===== config.mk =====
export PLATFORM = sky130hd
export DESIGN_NAME = udc_counter
export DESIGN_NICKNAME = d
export VERILOG_FILES = /design/src/udc_pkg.sv /design/src/udc_counter.sv /design/src/udc_step.sv
export SDC_FILE = /design/constraint.sdc
export NUM_CORES = 1
export LEC_CHECK = 0
export CORE_AREA = 4 4 75 77
export DETAILED_ROUTE_END_ITERATION = 6
export DIE_AREA = 0 0 79 81
export DONT_BUFFER_PORTS = 1
export GPL_ROUTABILITY_DRIVEN = 0
export GPL_TIMING_DRIVEN = 0
export PLACE_DENSITY_LB_ADDON = 0.12
export SLEW_MARGIN = 20
export SYNTH_ARGS = -nofsm -noshare
export SYNTH_HDL_FRONTEND = slang
export SYNTH_SLANG_ARGS = --single-unit

===== constraint.sdc =====
create_clock -name clock -period 3.06 [get_ports clock]
set_input_delay 0 -clock clock [delete_from_list [all_inputs] [get_ports clock]]
set_output_delay 0 -clock clock [all_outputs]
set_load 0.05 [all_outputs]

===== src/udc_pkg.sv =====
// Constants and state type for the 4-bit up/down counter.
// Assumes a single 200 MHz clock and a 32-bit Avalon-MM register slave.
package udc_pkg;

  localparam int UDC_WIDTH = 4;

  // Count limits of the two variants
  localparam logic [3:0] UDC_DEC_MAX = 4'h9;
  localparam logic [3:0] UDC_BIN_MAX = 4'hF;
  localparam logic [3:0] UDC_ZERO = 4'h0;

  // Register byte offsets
  localparam logic [3:0] UDC_OFS_CTRL = 4'h0;
  localparam logic [3:0] UDC_OFS_STATUS = 4'h4;
  localparam logic [3:0] UDC_OFS_PRESET = 4'h8;
  localparam logic [3:0] UDC_OFS_WRAPS = 4'hC;

  // Control fields
  localparam int UDC_CTRL_DECADE = 0;
  localparam int UDC_CTRL_HOLD = 1;

  // Status fields
  localparam int UDC_STAT_COUNT_LSB = 0;
  localparam int UDC_STAT_TERMINAL = 4;
  localparam int UDC_STAT_DOWN = 5;
  localparam int UDC_STAT_LOADING = 6;
  localparam int UDC_STAT_ENABLED = 7;

  // Reset values and the wrap-count increment
  localparam logic [3:0] UDC_RST_COUNT = 4'h0;
  localparam logic UDC_RST_HOLD = 1'b0;
  localparam logic [15:0] UDC_RST_WRAPS = 16'h0000;
  localparam logic [15:0] UDC_WRAPS_ONE = 16'h0001;
  localparam logic [31:0] UDC_RST_RDATA = 32'h0000_0000;

  typedef struct packed {
    logic [3:0] count;
    logic decadeSel;
    logic holdCount;
    logic [15:0] wraps;
    logic waitReq;
    logic [31:0] rdata;
  } udc_state_t;

endpackage


===== src/udc_counter.sv =====
// Synchronous reversible 4-bit counter, decade or binary, with cascade outputs.
// Assumes pins synchronous to clock; registers reached over Avalon-MM.
//
// How it works
// - All four count bits update on rising clock edge only when enable low and hold clear, or on load or a preset write.
// - Direction low counts up, high counts down, at each enabled edge.
// - Four bits wide; decade variant counts 0-9, binary variant 0-15.
// - Decade variant wraps nine to zero upward, zero to nine downward.
// - Binary variant wraps fifteen to zero upward, zero to fifteen downward.
// - All count bits change together from one clock, no ripple glitches.
// - Enable and direction changes affect count only at next clock edge.
// - Load low presets each count bit from its data input, clock independent.
// - While load is low the outputs follow data inputs without a clock.
// - Terminal count high at zero counting down or maximum counting up.
// - Ripple clock low on terminal count, while enable low and hold clear, only while the clock is low.
`timescale 1ns/1ps

module udc_counter
  import udc_pkg::*;
#(
  parameter bit DECADE = 1'b0
)
(
  input wire logic clock,
  input wire logic reset_n,
  input wire logic countEnableN,
  input wire logic countDown,
  input wire logic loadN,
  input wire logic [3:0] presetData,
  output logic [3:0] countOut,
  output logic terminalCount,
  output logic rippleClockOutN,
  input wire logic [3:0] address,
  input wire logic read,
  input wire logic write,
  input wire logic [31:0] writedata,
  input wire logic [3:0] byteenable,
  output logic [31:0] readdata,
  output logic waitrequest
);

  udc_state_t st_reg;
  udc_state_t st_next;
  logic [3:0] stepCount;
  logic stepWrap;
  logic countActive;
  logic [3:0] liveCount;
  logic [3:0] maxCount;
  logic atTerminal;

  udc_step u_step (
    .count(st_reg.count),
    .countDown(countDown),
    .decadeSel(st_reg.decadeSel),
    .nextCount(stepCount),
    .wrapped(stepWrap)
  );

  function automatic logic [31:0] read_word(
    input logic [3:0] addr,
    input udc_state_t st,
    input logic [3:0] cnt,
    input logic term,
    input logic down,
    input logic loading,
    input logic active
  );
    logic [31:0] word;
    word = 32'h0000_0000;
    case (addr)
      UDC_OFS_CTRL: begin
        word[UDC_CTRL_DECADE] = st.decadeSel;
        word[UDC_CTRL_HOLD] = st.holdCount;
      end
      UDC_OFS_STATUS: begin
        word[UDC_STAT_COUNT_LSB +: 4] = cnt;
        word[UDC_STAT_TERMINAL] = term;
        word[UDC_STAT_DOWN] = down;
        word[UDC_STAT_LOADING] = loading;
        word[UDC_STAT_ENABLED] = active;
      end
      UDC_OFS_PRESET: begin
        word[3:0] = cnt;
      end
      UDC_OFS_WRAPS: begin
        word[15:0] = st.wraps;
      end
      default: begin
        word = 32'h0000_0000;
      end
    endcase
    return word;
  endfunction

  // Enable from the pin, further gated by the software hold bit
  assign countActive = !countEnableN && !st_reg.holdCount;

  // Load bypasses the flops so data shows without a clock edge
  assign liveCount = loadN ? st_reg.count : presetData;
  assign countOut = liveCount;

  assign maxCount = st_reg.decadeSel ? UDC_DEC_MAX : UDC_BIN_MAX;
  assign atTerminal = countDown ? (liveCount == UDC_ZERO) : (liveCount == maxCount);
  assign terminalCount = atTerminal;

  // Clock is used as data here on purpose: the pulse covers the low half only
  assign rippleClockOutN = !(atTerminal && countActive && !clock);

  assign readdata = st_reg.rdata;
  assign waitrequest = st_reg.waitReq;

  always_comb begin
    st_next = st_reg;

    // Count path; direction and enable are sampled only at the edge
    if (!loadN) begin
      st_next.count = presetData;
    end else if (countActive) begin
      st_next.count = stepCount;
      if (stepWrap) begin
        st_next.wraps = st_reg.wraps + UDC_WRAPS_ONE;
      end
    end

    // Bus: one wait cycle, then answer for one cycle
    if (st_reg.waitReq) begin
      if (read || write) begin
        st_next.waitReq = 1'b0;
        st_next.rdata = read ? read_word(address, st_reg, liveCount, atTerminal,
          countDown, !loadN, countActive) : UDC_RST_RDATA;
      end
    end else begin
      st_next.waitReq = 1'b1;
      if (write && byteenable[0]) begin
        case (address)
          UDC_OFS_CTRL: begin
            st_next.decadeSel = writedata[UDC_CTRL_DECADE];
            st_next.holdCount = writedata[UDC_CTRL_HOLD];
          end
          UDC_OFS_PRESET: begin
            // Pin load keeps priority over a software preset
            if (loadN) begin
              st_next.count = writedata[3:0];
            end
          end
          UDC_OFS_WRAPS: begin
            // A wrap in the clearing cycle is still counted
            st_next.wraps = (loadN && countActive && stepWrap) ? UDC_WRAPS_ONE : UDC_RST_WRAPS;
          end
          default: begin
          end
        endcase
      end
    end
  end

  always_ff @(posedge clock or negedge reset_n) begin
    if (!reset_n) begin
      st_reg.count <= UDC_RST_COUNT;
      st_reg.decadeSel <= DECADE;
      st_reg.holdCount <= UDC_RST_HOLD;
      st_reg.wraps <= UDC_RST_WRAPS;
      st_reg.waitReq <= 1'b1;
      st_reg.rdata <= UDC_RST_RDATA;
    end else begin
      st_reg <= st_next;
    end
  end

endmodule


===== src/udc_step.sv =====
// Next-count logic of the up/down counter, purely combinational.
// Assumes the caller registers the result on its own clock.
`timescale 1ns/1ps

module udc_step
  import udc_pkg::*;
(
  input wire logic [3:0] count,
  input wire logic countDown,
  input wire logic decadeSel,
  output logic [3:0] nextCount,
  output logic wrapped
);

  logic [3:0] maxCount;

  always_comb begin
    maxCount = decadeSel ? UDC_DEC_MAX : UDC_BIN_MAX;
    if (countDown) begin
      if (count == UDC_ZERO) begin
        nextCount = maxCount;
        wrapped = 1'b1;
      end else begin
        nextCount = count - 4'h1;
        wrapped = 1'b0;
      end
    end else begin
      // Out-of-range decade values fold to zero rather than running on
      if (count >= maxCount) begin
        nextCount = UDC_ZERO;
        wrapped = 1'b1;
      end else begin
        nextCount = count + 4'h1;
        wrapped = 1'b0;
      end
    end
  end

endmodule

==> run_results.csv <==
group,metric,value,unit
run_status,status,"finished clean",
final_layout,fin_nets,390,
logic_synthesis,synth-edff-count,0,
floorplanning,die_w,79,um
sta,min_period,2.78,ns
detailed_routing,ant_nets,0,
cts,cts_setup_buffers,0,
logic_synthesis,yosysWarnings,0,
logic_synthesis,ys_ff_latch,39,
cts,cts_tree,"built",
flow_run,drv_cap,0,
logic_synthesis,syn_area,2650,um^2
detailed_routing,dr.pass1.iters,4,
floorplanning,core,5010,um^2
power,p_leak,1.42,nW
detailed_routing,first_iter_violations,225,
final_layout,largest_reg_flops,22,
global_routing,grt_max_degree,40,
critical_path,timing.rr.start,"waitrequest$_DFF_PN1_",
critical_path,startpoint_type,"flip-flop",
final_layout,stdcell_area,3160,um^2
critical_path,critPathCaptureType,"output port",
detailed_routing,drc,0,
min_path,hold_depth,4,
place,io_buffers,0,
place,dpl.hpwl,4.69,mm
critical_path,critPathLaunch,"st_reg[51]$_DFF_PN0_",
sta,slew_violations,0,
critical_path,r2r_end,"readdata[7]$_DFFE_PN0P_",
sta,slew_headroom,0.621,
global_routing,grt_pass1_wl,10.5,mm
critical_path,worstSetupEndpoint,"rippleClockOutN",
final_layout,antennaDiodeCount,0,
sta,rsz0062_at_grt,"no",
global_routing,overflow,0,
sta,finalHoldViolations,0,
critical_path,ff2ff_setup_slack,0.31,ns
cts,clk_latency,0.40,ns
global_routing,grt_pass1_vias,2071,
global_routing,grt_usage,0.213,
final_layout,drive_gt1_frac,0.170,
logic_synthesis,seq_area_frac_synth,0.369,
critical_path,arrival,2.78,ns
critical_path,worstSetupPathType,"flip-flop to output port",
logic_synthesis,ys_types,57,
sta,clock.fmax,0.360,GHz
logic_synthesis,syn_area_per_cell,9.16,um^2
final_layout,syn_to_final_growth,19.3,%
sta,fin_crit_sh,0.908,
detailed_routing,wl_per_cell,16.4,um
sta,skew,0.00439,ns
power,ir_worst_vdd,0.257,mV
sta,report.final.setup_viol,0,
cts,path_clk_slew,0.08,ns
floorplanning,die_h,81,um
floorplanning,die_area,6400,um^2
detailed_routing,finalWirelength,6.62,mm
final_layout,n_fill_cell,461,
floorplanning,start_util,0.528,
place,postPlaceCellArea,2790,um^2
sta,worstMarginPinSlew,0.553,ns
floorplanning,rows,26,
critical_path,r2r_cells,5,
logic_synthesis,syn_inst,289,
critical_path,crit_fanout,8,
detailed_routing,vias,2285,
logic_synthesis,ys.flop_type,"dfrtp_1",
sta,fin_setup_tns,0,ns
final_layout,multi_input_area,1340,um^2
detailed_routing,viasPerCell,5.64,
global_routing,antenna_found_initial,0,
critical_path,worst_ep_required_time,3.06,ns
cts,cts_resized,0,
power,power.density,513,nW/um^2
logic_synthesis,postSynth.asyncResetShare,1.00,
min_path,hold_path_class,"input port to flip-flop",
final_layout,mostFrequentLayoutCells,"dfrtp_1, buf_4, dlygate4sd3_1",
floorplanning,io_pins,90,
final_layout,layout_commonest_cell,"dfrtp_1",
final_layout,seqCellArea,977,um^2
-- synthesized netlist by cell type (3+ instances only) --
| cell type | count | area share |
|---|---|---|
| dfrtp_1 | 38 | 0.36 |
| buf_4 | 34 | 0.096 |
| nand2_1 | 18 | 0.026 |
| a21oi_1 | 15 | 0.028 |
| o21ai_0 | 15 | 0.028 |
| clkbuf_1 | 12 | 0.017 |
| inv_1 | 12 | 0.017 |
| mux2i_1 | 11 | 0.042 |
| nand3_1 | 10 | 0.019 |
| or4_1 | 10 | 0.028 |
| a22o_1 | 9 | 0.030 |
| o31ai_1 | 9 | 0.026 |
| nor2_1 | 8 | 0.011 |
| nand2b_1 | 7 | 0.017 |
| a22oi_1 | 6 | 0.017 |
| nor2b_1 | 6 | 0.014 |
| ha_1 | 5 | 0.024 |
| nor3_1 | 4 | 0.0076 |
| a31oi_1 | 3 | 0.0071 |
| and2_1 | 3 | 0.0071 |
| buf_6 | 3 | 0.013 |
| nor4b_1 | 3 | 0.0099 |
| o21a_1 | 3 | 0.0085 |
| or3_1 | 3 | 0.0071 |
-- cells by family (layout without fill, tap and decap cells) --
| group | Yosys count | count (layout) | share of synthesized area |
|---|---|---|---|
| AO/OA/AOI/OAI | 76 | 76 | 0.194 |
| XOR/XNOR | 3 | 3 | 0.00993 |
| adder cells (fa/ha/maj) | 5 | 5 | 0.0236 |
| buffers and inverters | 63 | 94 | 0.146 |
| flip-flops | 39 | 39 | 0.369 |
| multiplexers | 14 | 14 | 0.0586 |
| other | 1 | 16 | 0.00142 |
| AND/OR/NAND/NOR | 88 | 88 | 0.197 |
-- routing by layer --
layer  share of wire  track usage
met1            0.43        0.297
met2            0.47        0.332
met3           0.089       0.0521
met4          0.0097       0.0567
met5               0            0
-- how the worst min path moves through the flow --
stage / startpoint / end
after floorplan: reset_n / readdata[0]$_DFFE_PN0P_
after global placement: reset_n / st_reg[48]$_DFF_PN0_
after detailed placement: reset_n / st_reg[48]$_DFF_PN0_
after CTS: address[3] / st_reg[52]$_DFF_PN0_
after global routing: reset_n / st_reg[48]$_DFF_PN0_
final: address[3] / st_reg[52]$_DFF_PN0_
-- metrics by stage --
| stage | setup WS, ns | total power [mW] | std cells | utilization | hold WS (ns) |
|---|---|---|---|---|---|
| 2_1_floorplan | 0.710 | 0.963 | 304 | - | -0.296 |
| 3_3_place_gp | 0.548 | 1.03 | 374 | 0.557 | -0.293 |
| 3_5_place_dp | 0.497 | 1.04 | 374 | 0.557 | -0.293 |
| 4_1_cts | 0.287 | 1.63 | 405 | 0.630 | 0.00367 |
| 5_1_grt | 0.157 | 1.71 | 405 | 0.630 | 0.0605 |
| 6_report | 0.280 | 1.62 | 405 | 0.630 | 0.0116 |
-- power by group --
part / internal [mW] / leakage, nW / switching, mW
clock network: 0.332 / 0.0771 / 0.219
logic: 0.163 / 0.822 / 0.251
registers: 0.570 / 0.517 / 0.0837
total: 1.07 / 1.42 / 0.554
-- timing repair --
| item | 4_1_cts | 5_1_grt |
|---|---|---|
| setup endpoints to repair | 0 | 0 |
| hold endpoints to repair | 53 | 0 |
| hold buffers | 20 | 0 |
-- critical path: stages (launching register included) --
cell and delay [ns]:
dfrtp_1 0.38, clkbuf_1 0.19, mux2i_1 0.50, nand4_1 0.13, a2bb2o_1 0.65, nand3b_1 0.53
-- area by class of cell --
| cell class | instances | area share |
|---|---|---|
| Buffer | 50 | 0.107 |
| Sequential cell | 39 | 0.310 |
| Tap cell | 70 | 0.0277 |
| Multi-Input combinational cell | 202 | 0.424 |
| Inverter | 13 | 0.0155 |
| Clock buffer | 8 | 0.0349 |
| Clock inverter | 3 | 0.0147 |
| Timing Repair Buffer | 20 | 0.0666 |
(Power assumes the default switching activity.)
